$ cat config.mk
export PLATFORM = sky130hd
export DESIGN_NAME = scdd_top
export DESIGN_NICKNAME = d
export VERILOG_FILES = /design/src/scdd_pkg.sv /design/src/scdd_top.sv
export SDC_FILE = /design/constraint.sdc
export NUM_CORES = 1
export LEC_CHECK = 0
export ABC_AREA = 0
export BUFFER_PORTS_ARGS = -buffer_cell sky130_fd_sc_hd__buf_2
export CAP_MARGIN = 20
export CORE_AREA = 8 8 113 115
export CTS_BUF_LIST = sky130_fd_sc_hd__clkbuf_2 sky130_fd_sc_hd__clkbuf_4 sky130_fd_sc_hd__clkbuf_8
export CTS_CLUSTER_SIZE = 8
export DETAILED_ROUTE_END_ITERATION = 7
export DIE_AREA = 0 0 121 123
export PLACE_DENSITY = 0.71
export SETUP_SLACK_MARGIN = 0.2
export SYNTH_ARGS = -nofsm -noshare
export SYNTH_HDL_FRONTEND = slang
export SYNTH_SLANG_ARGS = --single-unit
$ cat constraint.sdc
create_clock -name clk_i -period 6.6 [get_ports clk_i]
set_input_delay 1.32 -clock clk_i [delete_from_list [all_inputs] [get_ports clk_i]]
set_output_delay 1.32 -clock clk_i [all_outputs]
set_load 0.05 [all_outputs]
$ cat src/scdd_pkg.sv
// constants, types and the behaviour summary of the sample clock divider and delay block
// Operation
// - divide input clock by 1, 2, 4 or 8
// - divided clock keeps fifty percent duty cycle for ratios 2, 4 and 8; ratio 1 passes the input duty
// - enabled alignment pulse presets divider to programmed state
// - alignment input obeyed only while enable bit set
// - per channel half input cycle phase delay
// - enable bit turns fine edge adjustment on
// - eight bit fine delay value per channel
// - fine delay spans minus 151.7 to 150 ps
// - fine delay applies at once on write
// - fine delay enable write resets sample datapath
// - samples taken on divided delayed clock rising edge
package scdd_pkg;
  // serial port frame: read flag, 15 bit address, 8 bit data
  localparam int SCDD_AW = 15;
  localparam logic [4:0] SCDD_FRAME_BITS = 5'd24;
  localparam logic [4:0] SCDD_ADDR_BITS = 5'd16;
  // register offsets
  localparam logic [14:0] SCDD_ADDR_INDEX = 15'h008;
  localparam logic [14:0] SCDD_ADDR_RATIO = 15'h10b;
  localparam logic [14:0] SCDD_ADDR_HALF = 15'h10c;
  localparam logic [14:0] SCDD_ADDR_SYNC = 15'h10d;
  localparam logic [14:0] SCDD_ADDR_FCTL = 15'h117;
  localparam logic [14:0] SCDD_ADDR_FVAL = 15'h118;
  // field positions
  localparam int SCDD_SYNC_EN_BIT = 7;
  localparam int SCDD_SYNC_SEEN_BIT = 6;
  localparam int SCDD_HALF_EN_BIT = 0;
  localparam int SCDD_FINE_EN_BIT = 0;
  // reset values
  localparam logic [1:0] SCDD_INDEX_RST = 2'h3;
  localparam logic [1:0] SCDD_RATIO_RST = 2'h0;
  localparam logic [2:0] SCDD_PRESET_RST = 3'h0;
  localparam logic [7:0] SCDD_FVAL_RST = 8'h00;
  // fine delay in tenths of a picosecond
  localparam logic signed [13:0] SCDD_FDLY_MIN_X10 = -14'sd1517;
  localparam logic signed [13:0] SCDD_FDLY_STEP_X10 = 14'sd17;
  localparam logic signed [13:0] SCDD_FDLY_MAX_X10 = 14'sd1500;
  // serial port states, gray along idle, transfer, done
  typedef enum logic [1:0] {
    SCDD_SP_IDLE = 2'b00,
    SCDD_SP_XFER = 2'b01,
    SCDD_SP_DONE = 2'b11
  } scdd_sp_state_t;
  // per channel delay settings
  typedef struct packed {
    logic half_en;
    logic fine_en;
    logic [7:0] fine_code;
  } scdd_chan_cfg_t;
endpackage : scdd_pkg

$ cat src/scdd_top.sv
// sample clock divider, half cycle and fine delay with serial port registers
`timescale 1ns/10ps
module scdd_top
  import scdd_pkg::*;
(
  input wire logic clk_i, // 40 mhz system clock
  input wire logic rst_b_i, // synchronous reset, active low
  input wire logic samp_clk_i, // incoming sample clock pin
  input wire logic sync_i, // external alignment pin
  input wire logic spi_csb_b_i, // serial port select, active low
  input wire logic spi_sclk_i, // serial port clock
  input wire logic spi_sdio_i, // serial data in
  output logic spi_sdio_o, // serial data out
  output logic spi_sdio_oe_o, // high while driving serial data
  output logic [1:0] conv_clk_o, // divided delayed clock per channel
  output logic [1:0] samp_stb_o, // one pulse per sampling edge
  output scdd_chan_cfg_t [1:0] chan_cfg_o, // delay settings per channel
  output logic signed [13:0] fine_ps_a_o, // channel a fine delay, 0.1 ps
  output logic signed [13:0] fine_ps_b_o, // channel b fine delay, 0.1 ps
  output logic dp_rst_o // datapath reset pulse
);
  // fine delay code to tenths of a picosecond, clipped at top
  function automatic logic signed [13:0] scdd_ps(input logic [7:0] c);
    logic signed [13:0] v;
    v = SCDD_FDLY_MIN_X10 + $signed({6'h00, c}) * SCDD_FDLY_STEP_X10;
    if (v > SCDD_FDLY_MAX_X10) begin
      v = SCDD_FDLY_MAX_X10;
    end
    return v;
  endfunction : scdd_ps

  // pin synchronisers: stage 1, stage 2, and a history stage for edges
  logic [3:0] s1, s2, s3; // bit0 clk, bit1 sync, bit2 csb, bit3 sclk
  logic sdi1, sdi2; // data in synchroniser
  always_ff @(posedge clk_i) begin
    if (!rst_b_i) begin
      s1 <= 4'h4;
      s2 <= 4'h4;
      s3 <= 4'h4;
      sdi1 <= 1'b0;
      sdi2 <= 1'b0;
    end else begin
      s1 <= {spi_sclk_i, spi_csb_b_i, sync_i, samp_clk_i};
      s2 <= s1;
      s3 <= s2;
      sdi1 <= spi_sdio_i;
      sdi2 <= sdi1;
    end
  end
  logic clk_rise, clk_edge, sync_rise, sclk_rise, csb_hi; // decoded pin events
  assign clk_rise = s2[0] & ~s3[0];
  assign clk_edge = s2[0] ^ s3[0];
  assign sync_rise = s2[1] & ~s3[1];
  assign csb_hi = s2[2];
  assign sclk_rise = s2[3] & ~s3[3];

  // ---- serial port and registers ----
  scdd_sp_state_t sp_st, next_sp_st; // frame state
  logic [4:0] bit_cnt, next_bit_cnt; // bits taken in frame
  logic [22:0] shin, next_shin; // shifted-in flag and address
  logic [7:0] tx, next_tx; // read data being shifted out
  logic rd_fr, next_rd_fr; // frame is a read
  logic [1:0] idx, next_idx; // channel select for local registers
  logic [1:0] ratio, next_ratio; // divide ratio code
  logic sync_en, next_sync_en; // alignment enable
  logic sync_seen, next_sync_seen; // sticky alignment seen
  logic [2:0] preset, next_preset; // divider state loaded on alignment
  scdd_chan_cfg_t [1:0] cfg, next_cfg; // per channel settings
  logic dprst, next_dprst; // datapath reset pulse
  logic wr_go; // a write frame completes this cycle
  logic [14:0] wr_addr; // address of completing write
  logic [7:0] wr_data; // data of completing write
  logic [7:0] rd_data; // read mux
  logic sync_hit; // alignment accepted this cycle
  logic wr_fctl; // fine control write completes

  assign wr_go = (sp_st == SCDD_SP_XFER) && sclk_rise && !csb_hi && !shin[22]
                 && (bit_cnt == SCDD_FRAME_BITS - 5'd1);
  assign wr_addr = shin[21:7];
  assign wr_data = {shin[6:0], sdi2};
  assign wr_fctl = wr_go && (wr_addr == SCDD_ADDR_FCTL);
  assign sync_hit = sync_rise && sync_en;

  // read mux, local registers read from channel a unless only b selected
  always_comb begin
    logic ch;
    ch = (idx == 2'h2);
    rd_data = 8'h00;
    // address is the fifteen bits ending with the bit taken this cycle
    case ({shin[13:0], sdi2})
      SCDD_ADDR_INDEX: rd_data = {6'h00, idx};
      SCDD_ADDR_RATIO: rd_data = {6'h00, ratio};
      SCDD_ADDR_HALF: rd_data = {7'h00, cfg[ch].half_en};
      SCDD_ADDR_SYNC: rd_data = {sync_en, sync_seen, 3'h0, preset};
      SCDD_ADDR_FCTL: rd_data = {7'h00, cfg[ch].fine_en};
      SCDD_ADDR_FVAL: rd_data = cfg[ch].fine_code;
      default: rd_data = 8'h00;
    endcase
  end

  // next values of serial port and registers
  always_comb begin
    next_sp_st = sp_st;
    next_bit_cnt = bit_cnt;
    next_shin = shin;
    next_tx = tx;
    next_rd_fr = rd_fr;
    next_idx = idx;
    next_ratio = ratio;
    next_sync_en = sync_en;
    next_preset = preset;
    next_cfg = cfg;
    next_dprst = 1'b0;
    next_sync_seen = sync_seen;
    if (csb_hi) begin // select high ends any frame
      next_sp_st = SCDD_SP_IDLE;
      next_bit_cnt = 5'd0;
      next_rd_fr = 1'b0;
    end else begin
      case (sp_st)
        SCDD_SP_IDLE: begin
          next_sp_st = SCDD_SP_XFER;
        end
        SCDD_SP_XFER: begin
          if (sclk_rise) begin
            next_bit_cnt = bit_cnt + 5'd1;
            next_shin = {shin[21:0], sdi2};
            if (rd_fr) begin
              next_tx = {tx[6:0], 1'b0};
            end
            if (bit_cnt == SCDD_ADDR_BITS - 5'd1 && shin[14]) begin
              next_rd_fr = 1'b1;
              next_tx = rd_data;
            end
            if (bit_cnt == SCDD_FRAME_BITS - 5'd1) begin
              next_sp_st = SCDD_SP_DONE;
              next_rd_fr = 1'b0;
            end
          end
        end
        SCDD_SP_DONE: begin
          next_sp_st = SCDD_SP_DONE;
        end
        default: begin
          next_sp_st = SCDD_SP_IDLE;
        end
      endcase
    end
    if (wr_go) begin // register writes apply at once
      case (wr_addr)
        SCDD_ADDR_INDEX: next_idx = wr_data[1:0];
        SCDD_ADDR_RATIO: next_ratio = wr_data[1:0];
        SCDD_ADDR_SYNC: begin
          next_sync_en = wr_data[SCDD_SYNC_EN_BIT];
          next_preset = wr_data[2:0];
          next_sync_seen = 1'b0;
        end
        default: begin
        end
      endcase
      for (int c = 0; c < 2; c++) begin
        if (idx[c]) begin
          if (wr_addr == SCDD_ADDR_HALF) next_cfg[c].half_en = wr_data[SCDD_HALF_EN_BIT];
          if (wr_addr == SCDD_ADDR_FCTL) next_cfg[c].fine_en = wr_data[SCDD_FINE_EN_BIT];
          if (wr_addr == SCDD_ADDR_FVAL) next_cfg[c].fine_code = wr_data;
        end
      end
      next_dprst = wr_fctl && wr_data[SCDD_FINE_EN_BIT];
    end
    if (sync_hit) begin // set wins over the clearing write
      next_sync_seen = 1'b1;
    end
  end

  // register the serial port and register file
  always_ff @(posedge clk_i) begin
    if (!rst_b_i) begin
      sp_st <= SCDD_SP_IDLE;
      bit_cnt <= 5'd0;
      shin <= 23'h000000;
      tx <= 8'h00;
      rd_fr <= 1'b0;
      idx <= SCDD_INDEX_RST;
      ratio <= SCDD_RATIO_RST;
      sync_en <= 1'b0;
      sync_seen <= 1'b0;
      preset <= SCDD_PRESET_RST;
      cfg <= {2{1'b0, 1'b0, SCDD_FVAL_RST}};
      dprst <= 1'b0;
    end else begin
      sp_st <= next_sp_st;
      bit_cnt <= next_bit_cnt;
      shin <= next_shin;
      tx <= next_tx;
      rd_fr <= next_rd_fr;
      idx <= next_idx;
      ratio <= next_ratio;
      sync_en <= next_sync_en;
      sync_seen <= next_sync_seen;
      preset <= next_preset;
      cfg <= next_cfg;
      dprst <= next_dprst;
    end
  end

  // ---- divider and delay ----
  logic [2:0] rcnt, next_rcnt; // rising edges of input clock
  logic und; // divided clock before half cycle delay
  logic [1:0] hd, next_hd; // half cycle delayed copy
  logic [1:0] conv, next_conv; // channel clocks
  logic [1:0] stb, next_stb; // sampling edge pulses

  // undelayed clock: level for ratio 1, else a counter bit flipping on rises
  assign und = (ratio == 2'h0) ? s3[0] : rcnt[ratio - 2'h1];

  // next divider and channel clock values
  always_comb begin
    next_rcnt = rcnt;
    if (sync_hit) begin
      next_rcnt = preset;
    end else if (clk_rise) begin
      next_rcnt = rcnt + 3'h1;
    end
    for (int c = 0; c < 2; c++) begin
      next_hd[c] = clk_edge ? und : hd[c];
      next_conv[c] = cfg[c].half_en ? next_hd[c] : und;
      next_stb[c] = next_conv[c] & ~conv[c];
    end
  end

  // register divider state
  always_ff @(posedge clk_i) begin
    if (!rst_b_i) begin
      rcnt <= 3'h0;
      hd <= 2'h0;
      conv <= 2'h0;
      stb <= 2'h0;
    end else begin
      rcnt <= next_rcnt;
      hd <= next_hd;
      conv <= next_conv;
      stb <= next_stb;
    end
  end

  assign conv_clk_o = conv;
  assign samp_stb_o = stb;
  assign chan_cfg_o = cfg;
  assign fine_ps_a_o = scdd_ps(cfg[0].fine_code);
  assign fine_ps_b_o = scdd_ps(cfg[1].fine_code);
  assign dp_rst_o = dprst;
  assign spi_sdio_o = tx[7];
  assign spi_sdio_oe_o = rd_fr && !csb_hi;
endmodule : scdd_top

; ---- Word level (Yosys, flattened, before mapping)
; Cells that the tools add are included.
[word_totals]
elab_cells = 128
ramBits = 0
in_bits = 7
latchBits = 0
memories = 0
romBits = 0
register_bits = 92
[op_classes]
eq_ne = 19
bitwise_logic = 13
shifts = 0
n_addsub = 5
n_lt_le_gt_ge = 4
div_mod_pow = 0
multipliers = 2
reduce_logical = 35
n_mux = 24
[ops]
columns = cell, n
row1 = $eq 15x9->1 const B, 10
row2 = $pmux 8 s6, 1
row3 = $eq 15x4->1 const B, 2
row4 = $add 12x14->14 const A, 2
row5 = $gt 14x12->1 const B, 2
row6 = $mux 14, 2
row7 = $mul 8x5->13 const B, 2
row8 = $reduce_and 3->1, 8
row9 = $mux 10, 2
row10 = $mux 8, 2
row11 = $reduce_and 2->1, 7
row12 = $mux 1, 11
row13 = $reduce_bool 2->1, 5
row14 = $logic_and 1x1->1, 9
row15 = $not 1->1, 7
row16 = $mux 3, 2
row17 = $pmux 2 s3, 1
row18 = $add 5x1->5 const B, 1
row19 = $and 1x1->1, 5
row20 = $eq 5x4->1 const B, 1
row21 = $eq 5x5->1 const B, 1
row22 = $eq 2x2->1 const B, 2
row23 = $logic_not 2->1, 2
row24 = $mux 2, 2
row25 = 12 further kinds, 13

; ---- Logic depth before layout (Yosys ltp)
; Gate-level depths: netlist of run 1.
[depth]
depth_word = 8
depth_mapped = 11

; ---- Worst setup path before layout of run 1
; No wires, ideal clock.
[synth_path]
kind = register to output
startpoint = reg cfg, in the netlist chan_cfg_o[11]
endpoint = out fine_ps_b_o[5]
setup_slack_ns = 1.157
stages_incl_launch_ff = 11
arrival_ns = 4.123
path_buffers = 1
required_time_ns = 5.280
path_cell_list = dfxtp_1 -> ha_1 -> ha_1 -> fa_1 -> a21o_1 -> a21o_1 -> xnor2_1 -> o22ai_1 -> a32o_1 -> buf_2 -> nor3b_1
[synth_via]
elab_chain_cells = 4
[synth_rtl]
columns = item, line_no
row1 = start: declaration, scdd_top.sv:68  ; scdd_chan_cfg_t [1:0] cfg, next_cfg;
row2 = start signal: assignment, scdd_top.sv:188  ; cfg <= {2{1'b0, 1'b0, SCDD_FVAL_RST}};
row3 = start signal: assignment, scdd_top.sv:201  ; cfg <= next_cfg;
row4 = $mul 8x5->13 (*), scdd_top.sv:25  ; v = SCDD_FDLY_MIN_X10 + $signed({6'h00, c}) * SCDD_FDLY_STEP_X10;
row5 = $add 12x14->14 (*), scdd_top.sv:25
row6 = $gt 14x12->1, scdd_top.sv:26  ; if (v > SCDD_FDLY_MAX_X10) begin
row7 = $mux 14 (*), scdd_top.sv:26
row8 = end: declaration, scdd_top.sv:19  ; output logic signed [13:0] fine_ps_b_o,
; Mark *: on every way between the ends. The rest lies on a longest branch, timed or not.

; ---- Final worst setup path of run 1
[layout_path]
startpoint = reg cfg, in the netlist chan_cfg_o[5]
endpoint = out fine_ps_a_o[0]
[layout_via]
elab_chain_cells = 4
[layout_rtl]
columns = item, line_no
row1 = $mul 8x5->13, scdd_top.sv:25
row2 = $add 12x14->14, scdd_top.sv:25
row3 = $gt 14x12->1, scdd_top.sv:26
row4 = $mux 14, scdd_top.sv:26
row5 = end: declaration, scdd_top.sv:18  ; output logic signed [13:0] fine_ps_a_o,
; No other way between the ends.

==> impl_metrics.ini, run 1 <==
[layout]
n_antenna_cell = 0
fillers = 1020
drive_above_1_share_pct = 15.9
area_growth_pct = 11.5
stdcell_count = 809
multiInputGateArea_mm2 = 0.00336
seq_area_mm2 = 0.00182
final_area_mm2 = 0.00601
fin_nets = 695
utilization_pct = 54.2

[power_and_ir_drop]
vdd_drop_max_v = 0.000137
p_leak_nw = 2.55
total_power_mw = 1.04
p_per_area_mw_per_mm2 = 173

[global_routing]
grt_pass1_wl_mm = 19.7
grtUsageTotal_pct = 16.0
antenna_found_initial = 0
overflow = 0
grt_pass1_vias = 4228
grt_start_max_net_pins = 83

[floorplan]
core_area_mm2 = 0.0111
num_io_pins = 62
start_util_pct = 48.6
die_h_um = 123
die-area_mm2 = 0.0149
fp.dieW_um = 121
rows = 39

[synthesis]
ys.flop_type = dfxtp_1
ys_ff_latch = 91
synth-edff-count = 0
synth_area_leaders = dfxtp_1 (34%), mux2i_1 (6.9%), ha_1 (5.8%)
synth_top_area_share_pct = 33.8
synth_top_cell_by_area = dfxtp_1
ys_warn_count = 0
seq_area_frac_synth_pct = 33.8
synthTopCellsByCount = dfxtp_1 (91), nand2_1 (82), mux2i_1 (37)
synthesis.instances = 616
async_reset_ff_share_pct = 0
synthDistinctLibCells = 73
avgSynthCellArea_um2 = 8.74
yosysMostFrequentCell = dfxtp_1
syn_area_mm2 = 0.00539
syn_nets = 650

[critical_path]
crit_family = simple AND/OR/NAND/NOR gates
cp_cell_sequence = ha_1 -> ha_1 -> fa_1 -> xor2_1 -> o2111ai_1 -> nor3_1 -> nor2_1 -> xnor2_1 -> or3_1 -> and3_1 -> buf_2
crit_type = flip-flop to output pin
path_buf_inv = 1
startpoint_type = flip-flop
cp-end-kind = output pin
crit_slowest_cell = dfxtp_1
cp_max_fo = 11
crit_top_cell = ha_1
critPathRequiredTime_ns = 5.28
arrival_ns = 3.94
critical_path.max_stage_delay_ns = 0.57

[sta]
drv_slew = 0
fmax_ghz = 0.190
skew_ns = 0.00725
finalHoldViolations = 0
post-route-period-util_pct = 79.7
setup_violations = 0
setup_ws_ns = 1.34
tns_ns = 0
relSlewSlack_pct = 39.1
rsz0062_at_grt = no
worstMarginPinSlew_ns = 0.913
holdWs_ns = 0.411
fin_crit_ns = 5.26

[drt]
wl_mm = 11.9
via_per_inst = 5.53
drc = 0
first_iter_violations = 274
vias = 4477
wl_per_cell_um = 14.7
firstDrtPassIters = 6
ant_nets = 0

[flow_run]
drv_cap = 0

[clock_network]
cts_buffers = 9
cts_tree = done
htree_levels = 3
ctsHoldBuffers = 0
post_cts_resized = 0
clock-sinks = 91
worstSkewPairLatency_ns = 0.36
cts_buffer_depth = 2
cts_root_buffer = clkbuf_8
cts.clk_slew.worst_paths_ns = 0.09
post-cts-setup-buffer-count = 0

[status]
status = complete, no violations

[placement]
dp.cells = 793
dp.final_hpwl_mm = 8.76
dpl_cell_area_mm2 = 0.00576
numPortBuffers = 61
gp_congestion = 0.841
dpl_worst_slack_ns = 1.77

[worst_hold_path]
hold_class = flip-flop to flip-flop
==> worst paths after layout <==
path,start,end,slack (ns),cells past startpoint
hold / removal,conv_clk_o[0],samp_stb_o[0],0.41,1
setup reg to reg,bit_cnt[0],preset[2],4.01,8
hold reg to reg,conv_clk_o[0],samp_stb_o[0],0.41,1
setup / recovery,chan_cfg_o[5],fine_ps_a_o[0],1.34,11
==> per-layer routing <==
metal  routed length [um]  track usage (%)  up-vias
met5                    0                0        -
met4                  293             7.18        0
met3                  674             3.24       23
met2                 5540             28.0       96
met1                 5390             18.6     2084
li1                     -                -     2274
==> cells in the final DEF, fill, tap and decap left out, types with 5 or more instances in the layout <==
| cell type | Yosys | layout |
|---|---|---|
| mux2i_1 | 37 | 37 |
| clkbuf_8 | 0 | 10 |
| and3_1 | 11 | 11 |
| a21o_1 | 7 | 7 |
| nor2b_1 | 33 | 33 |
| nand2b_1 | 9 | 9 |
| xor2_1 | 11 | 11 |
| and3b_1 | 5 | 5 |
| o22ai_1 | 5 | 5 |
| xnor2_1 | 15 | 15 |
| a21boi_0 | 25 | 25 |
| nand3_1 | 15 | 15 |
| o211a_1 | 9 | 9 |
| nor2_1 | 34 | 34 |
| inv_1 | 20 | 20 |
| nor3b_1 | 7 | 7 |
| or3_1 | 5 | 5 |
| nor3_1 | 9 | 9 |
| buf_2 | 6 | 61 |
| ha_1 | 25 | 25 |
| o21ai_0 | 13 | 13 |
| dfxtp_1 | 91 | 91 |
| o211ai_1 | 6 | 6 |
| and2_1 | 15 | 15 |
| nand2_1 | 82 | 82 |
| a21oi_1 | 17 | 17 |
==> logic make-up after synthesis <==
kind of cell	count (synthesis)	synth area share, %
and+or+nand+nor	262	27.6
AOI/OAI and AO/OA	123	17.0
adders and majority gates	27	6.55
muxes	38	7.09
buffers and inverters	49	3.76
xor gates and xnor gates	26	4.23
DFF	91	33.8
==> where the power goes <==
group | switching [mW] | total [mW] | internal (mW)
registers | 0.00305 | 0.556 | 0.553
logic | 0.0115 | 0.0219 | 0.0104
clock network | 0.190 | 0.461 | 0.271
total | 0.205 | 1.04 | 0.834
==> state kept, by name (all words and copies together), names as in the netlist, 2 cells and up <==
name	count
s3	3
rcnt	3
samp_stb_o	2
sp_st	2
hd	2
shin	23
s1	4
ratio	2
bit_cnt	5
chan_cfg_o	20
conv_clk_o	2
tx	8
s2	4
preset	3
idx	2
==> layout make-up <==
cell class                 instances  share of cell area, %
clock buffer                      12                   2.54
tap                              143                   2.98
multi-input combinational        476                   55.9
timing repair buffer              63                   5.33
inverter                          20                   1.25
clock inverter                     4                   1.62
sequential                        91                   30.3
Note: power is estimated with default switching activity, not from simulation.
==> run 2: changes to the inputs <==
- ABC_AREA: 0 -> 1
- CORE_AREA: 8 8 113 115 -> 8 8 112 114
- DIE_AREA: 0 0 121 123 -> 0 0 120 122
- PLACE_DENSITY: 0.71 -> 0.74
- clock period: 6.6 -> 4.39 ns (I/O delays scaled with it)
==> impl_metrics.ini, run 2 <==
[placement]
dpl_worst_slack_ns = 0.645
gp_congestion = 0.903
dp.final_hpwl_mm = 9.46
dpl_cell_area_mm2 = 0.00571
dp.cells = 970
numPortBuffers = 61

[critical_path]
crit_slowest_cell = fa_1
critPathRequiredTime_ns = 3.51
crit_top_cell = nand2_1
arrival_ns = 3.10
startpoint_type = flip-flop
cp_max_fo = 5
r2r_start = bit_cnt[0]
path_depth = 16
cp_cell_sequence = ha_1 -> ha_2 -> fa_1 -> nand2_1 -> nor2_1 -> nand2_1 -> nand2_2 -> nand3_2 -> nand2_1 -> nand2_1 -> nand2_1 -> nand2_1 -> nor2_4 -> nand2_4 -> a21oi_1 -> buf_4
crit_type = flip-flop to output pin
reg2regPathDepth = 11
path_buf_inv = 1
cp-end-kind = output pin
critical_path.max_stage_delay_ns = 0.52
r2r_slack_ns = 1.97
crit_family = adder cells
r2r_end = tx[3]

[layout]
final_area_mm2 = 0.00605
multiInputGateArea_mm2 = 0.00296
fillers = 1076
drive_above_1_share_pct = 15.7
layout_common_cells = nand2_1 (177), inv_1 (116), dfxtp_1 (86), a21oi_1 (72)
top_register = shin
stdcell_count = 987
seq_area_mm2 = 0.00183
utilization_pct = 56.5
n_antenna_cell = 0
final_common_cell = nand2_1
area_growth_pct = 14.8
fin_nets = 876
largest_reg_flops = 23

[drt]
drc = 0
via_per_inst = 5.13
wl_mm = 12.4
first_iter_violations = 390
ant_nets = 0
vias = 5062
firstDrtPassIters = 5
wl_per_cell_um = 12.6

[power_and_ir_drop]
vdd_drop_max_v = 0.000215
p_per_area_mw_per_mm2 = 247
total_power_mw = 1.49
p_leak_nw = 2.93

[synthesis]
syn_area_mm2 = 0.00527
seq_area_frac_synth_pct = 34.6
synthesis.instances = 784
synthTopCellsByCount = nand2_1 (179), inv_1 (117), dfxtp_1 (91)
yosys.area_share.simple_pct = 31.3
synthAdderAreaFrac_pct = 6.70
synth_top_cell_by_area = dfxtp_1
yosysMostFrequentCell = nand2_1
synth_top_area_share_pct = 34.6
synth-edff-count = 0
ys.flop_type = dfxtp_1
synth_xor_area_share_pct = 1.76
syn_nets = 818
synth_area_leaders = dfxtp_1 (35%), nand2_1 (13%), inv_1 (8.3%)
synthMuxAreaShare_pct = 0
synth_compound_area_share_pct = 15.6
ys_ff_latch = 91
ys_warn_count = 0
async_reset_ff_share_pct = 0
synthDistinctLibCells = 39
avgSynthCellArea_um2 = 6.72
synth_top_family_by_area = simple AND/OR/NAND/NOR gates

[sta]
skew_ns = 0.00980
fin_crit_ns = 3.98
setup_violations = 0
post-route-period-util_pct = 90.7
setup_ws_ns = 0.410
tns_ns = 0
rsz0062_at_grt = no
fmax_ghz = 0.251
relSlewSlack_pct = 53.8
worstMarginPinSlew_ns = 0.692
finalHoldViolations = 0
drv_slew = 0
holdWs_ns = 0.413

[clock_network]
cts_root_buffer = clkbuf_8
cts_tree = done
htree_levels = 3
clock-sinks = 91
cts_buffers = 9
cts.clk_slew.worst_paths_ns = 0.09
worstSkewPairLatency_ns = 0.36
ctsHoldBuffers = 0
cts_buffer_depth = 2

[floorplan]
die-area_mm2 = 0.0146
rows = 38
core_area_mm2 = 0.0107
die_h_um = 122
fp.dieW_um = 120
start_util_pct = 49.2
num_io_pins = 62

[global_routing]
grt_pass1_vias = 4637
grtUsageTotal_pct = 17.0
grt_pass1_wl_mm = 20.8
overflow = 0
antenna_found_initial = 0
grt_start_max_net_pins = 59

[flow_run]
drv_cap = 0

[worst_hold_path]
hold_end = samp_stb_o[1]
hp-start = conv_clk_o[1]
min_delay_path_depth = 1
hold_class = flip-flop to flip-flop

[status]
status = complete, no violations
[run 2: worst max-delay path by stage]
stage              startpoint        endpoint  slack [ns]
2_1_floorplan  chan_cfg_o[15]  fine_ps_b_o[0]        0.08
3_5_place_dp   chan_cfg_o[15]  fine_ps_b_o[0]        0.65
3_3_place_gp   chan_cfg_o[15]  fine_ps_b_o[5]        0.74
6_report       chan_cfg_o[11]  fine_ps_b_o[0]        0.41
5_1_grt        chan_cfg_o[11]  fine_ps_b_o[2]        0.19
4_1_cts        chan_cfg_o[15]  fine_ps_b_o[0]        0.25
[run 2: timing repair]
| item | CTS | global route |
|---|---|---|
| setup buffers | 0 | 1 |
| setup endpoints to repair | 0 | 24 |
| resized for setup | 0 | 58 |
[run 2: report_power, final]
| group | leakage, nW | switching [mW] | internal, mW |
|---|---|---|---|
| sequential | 0.739 | 0.00443 | 0.831 |
| clock | 0.106 | 0.302 | 0.323 |
| combinational | 2.08 | 0.0230 | 0.0107 |
| total | 2.93 | 0.329 | 1.17 |
[run 2: kinds of logic (layout without fill, tap and decap cells)]
group                      Yosys count  in the layout
AOI/OAI and AO/OA                  156            156
xor gates and xnor gates             8              8
adders and majority gates           27             27
buffers and inverters              140            203
DFF                                 91             91
and+or+nand+nor                    362            362
[run 2: area by class of cell]
class,instances,share of cell area [%]
clock buffer,9,2.05
inverter,123,7.64
sequential,91,30.3
multi-input combinational,553,49.0
timing repair buffer,64,6.54
tap,140,2.90
clock inverter,7,1.61
[run 2: metal layers]
layer | global-route usage (%) | vias to the layer above | routed length [um]
met1 | 20.4 | 2284 | 5790
met2 | 29.3 | 100 | 5790
met3 | 4.53 | 11 | 708
li1 | - | 2667 | -
met5 | 0 | - | 0
met4 | 5.00 | 0 | 136
==> run 3: changes to the inputs <==
- CORE_AREA: 8 8 112 114 -> 8 8 107 109
- DIE_AREA: 0 0 120 122 -> 0 0 115 117
- PLACE_DENSITY: 0.74 -> 0.8
==> impl_metrics.ini, run 3 (synthesis results as in run 2) <==
[worst_hold_path]
min_delay_path_depth = 1
hold_class = flip-flop to flip-flop

[clock_network]
cts.clk_slew.worst_paths_ns = 0.09
cts_root_buffer = clkbuf_8
cts_buffers = 9
cts_buffer_depth = 2
worstSkewPairLatency_ns = 0.37
htree_levels = 3
ctsHoldBuffers = 0
clock-sinks = 91
cts_tree = done

[floorplan]
die_h_um = 117
rows = 37
start_util_pct = 53.2
fp.dieW_um = 115
num_io_pins = 62
core_area_mm2 = 0.00991
die-area_mm2 = 0.0135

[layout]
fin_nets = 875
drive_above_1_share_pct = 15.7
fillers = 974
stdcell_count = 982
multiInputGateArea_mm2 = 0.00296
layout_common_cells = nand2_1 (178), inv_1 (116), dfxtp_1 (85), a21oi_1 (71)
final_common_cell = nand2_1
area_growth_pct = 15.1
top_register = shin
seq_area_mm2 = 0.00183
largest_reg_flops = 23
n_antenna_cell = 0

[critical_path]
r2r_end = tx[5]
arrival_ns = 3.08
cp-startpoint = chan_cfg_o[12]
cp_cell_sequence = ha_1 -> fa_1 -> nand2_1 -> nor2_1 -> nand2_1 -> nand2_2 -> nand3_2 -> nand2_1 -> nand2_1 -> nand2_1 -> nand2_1 -> nor2_4 -> nand2_4 -> nand2_4 -> nand2_1 -> buf_2
r2r_start = bit_cnt[0]
reg2regPathDepth = 11
critPathRequiredTime_ns = 3.51
cp-end-kind = output pin
worstSetupEndpoint = fine_ps_b_o[10]
critical_path.max_stage_delay_ns = 0.56
crit_slowest_cell = fa_1
crit_type = flip-flop to output pin
startpoint_type = flip-flop
path_depth = 16
crit_top_cell = nand2_1
r2r_slack_ns = 1.99
path_buf_inv = 1
cp_max_fo = 7
crit_family = simple AND/OR/NAND/NOR gates

[sta]
fin_crit_ns = 3.96
rsz0062_at_grt = yes
tns_ns = 0
skew_ns = 0.0129
setup_violations = 0
drv_slew = 0
finalHoldViolations = 0
fmax_ghz = 0.252
relSlewSlack_pct = 54.9
post-route-period-util_pct = 90.2
worstMarginPinSlew_ns = 0.675

[global_routing]
antenna_found_initial = 0
grtUsageTotal_pct = 18.4
grt_start_max_net_pins = 60
overflow = 0
grt_pass1_vias = 4625
grt_pass1_wl_mm = 20.3

[drt]
vias = 5127
firstDrtPassIters = 5
via_per_inst = 5.22
wl_per_cell_um = 12.4
ant_nets = 0
first_iter_violations = 299
drc = 0
wl_mm = 12.2

[flow_run]
drv_cap = 0

[placement]
numPortBuffers = 61
dp.final_hpwl_mm = 9.24
gp_congestion = 0.942
dp.cells = 966

[status]
status = complete, no violations

[power_and_ir_drop]
p_per_area_mw_per_mm2 = 259
vdd_drop_max_v = 0.000310
p_leak_nw = 2.94
## run 3: cell count changes in the layout (fill, tap and decap cells not counted), sizes merged
cell and change:
clkinvlp -2, buf +1, bufinv +1, clkbuf -1
clkinv -1, inv +1
## run 3: how the worst min path moves through the flow
| stage | start | end | slack, ns |
|---|---|---|---|
| final | conv_clk_o[0] | samp_stb_o[0] | 0.42 |
| after global routing | s1[2] | s2[2] | 0.43 |
| after CTS | sdi1 | sdi2 | 0.42 |
| after detailed placement | s1[2] | s2[2] | 0.40 |
| after global placement | sdi1 | sdi2 | 0.39 |
| after floorplan | s1[0] | s2[0] | 0.39 |
## run 3: layout make-up
cell class | count | share of cell area, %
flip-flops and latches | 91 | 30.3
clock inverters | 6 | 1.92
well taps | 136 | 2.81
multi-input cells | 553 | 48.9
repair buffers | 63 | 6.25
clock buffers | 10 | 2.27
inverters | 123 | 7.61
## run 3: per-stage QoR
stage	power [mW]	utilization, %	area [um2]	hold slack, ns	setup slack [ns]
floorplan	0.879	-	5280	0.390	0.0800
global placement	0.888	57.6	5710	0.392	0.723
detailed placement	0.889	57.6	5710	0.398	0.635
CTS	1.58	60.2	5960	0.418	0.237
global route	1.62	61.2	6060	0.426	0.199
finish	1.57	61.2	6060	0.416	0.429
## run 3: power by group
part / switching (mW) / internal (mW) / leakage [nW]
Sequential: 0.00484 / 0.830 / 0.739
Clock: 0.301 / 0.400 / 0.128
Combinational: 0.0224 / 0.0106 / 2.07
Total: 0.328 / 1.24 / 2.94
## run 3: routing by layer
layer / vias to the layer above / part of all wire [%] / global-route usage [%]
met4: 0 / 1.4 / 6.57
met2: 149 / 46 / 32.4
met5: - / 0 / 0
met3: 17 / 7.3 / 3.90
met1: 2295 / 45 / 21.8
li1: 2666 / - / -
## run 3: timing repair
action                                  in CTS  in global routing
resized for setup                            0                 57
setup buffers                                0                  0
endpoints found under the setup margin       0                 25
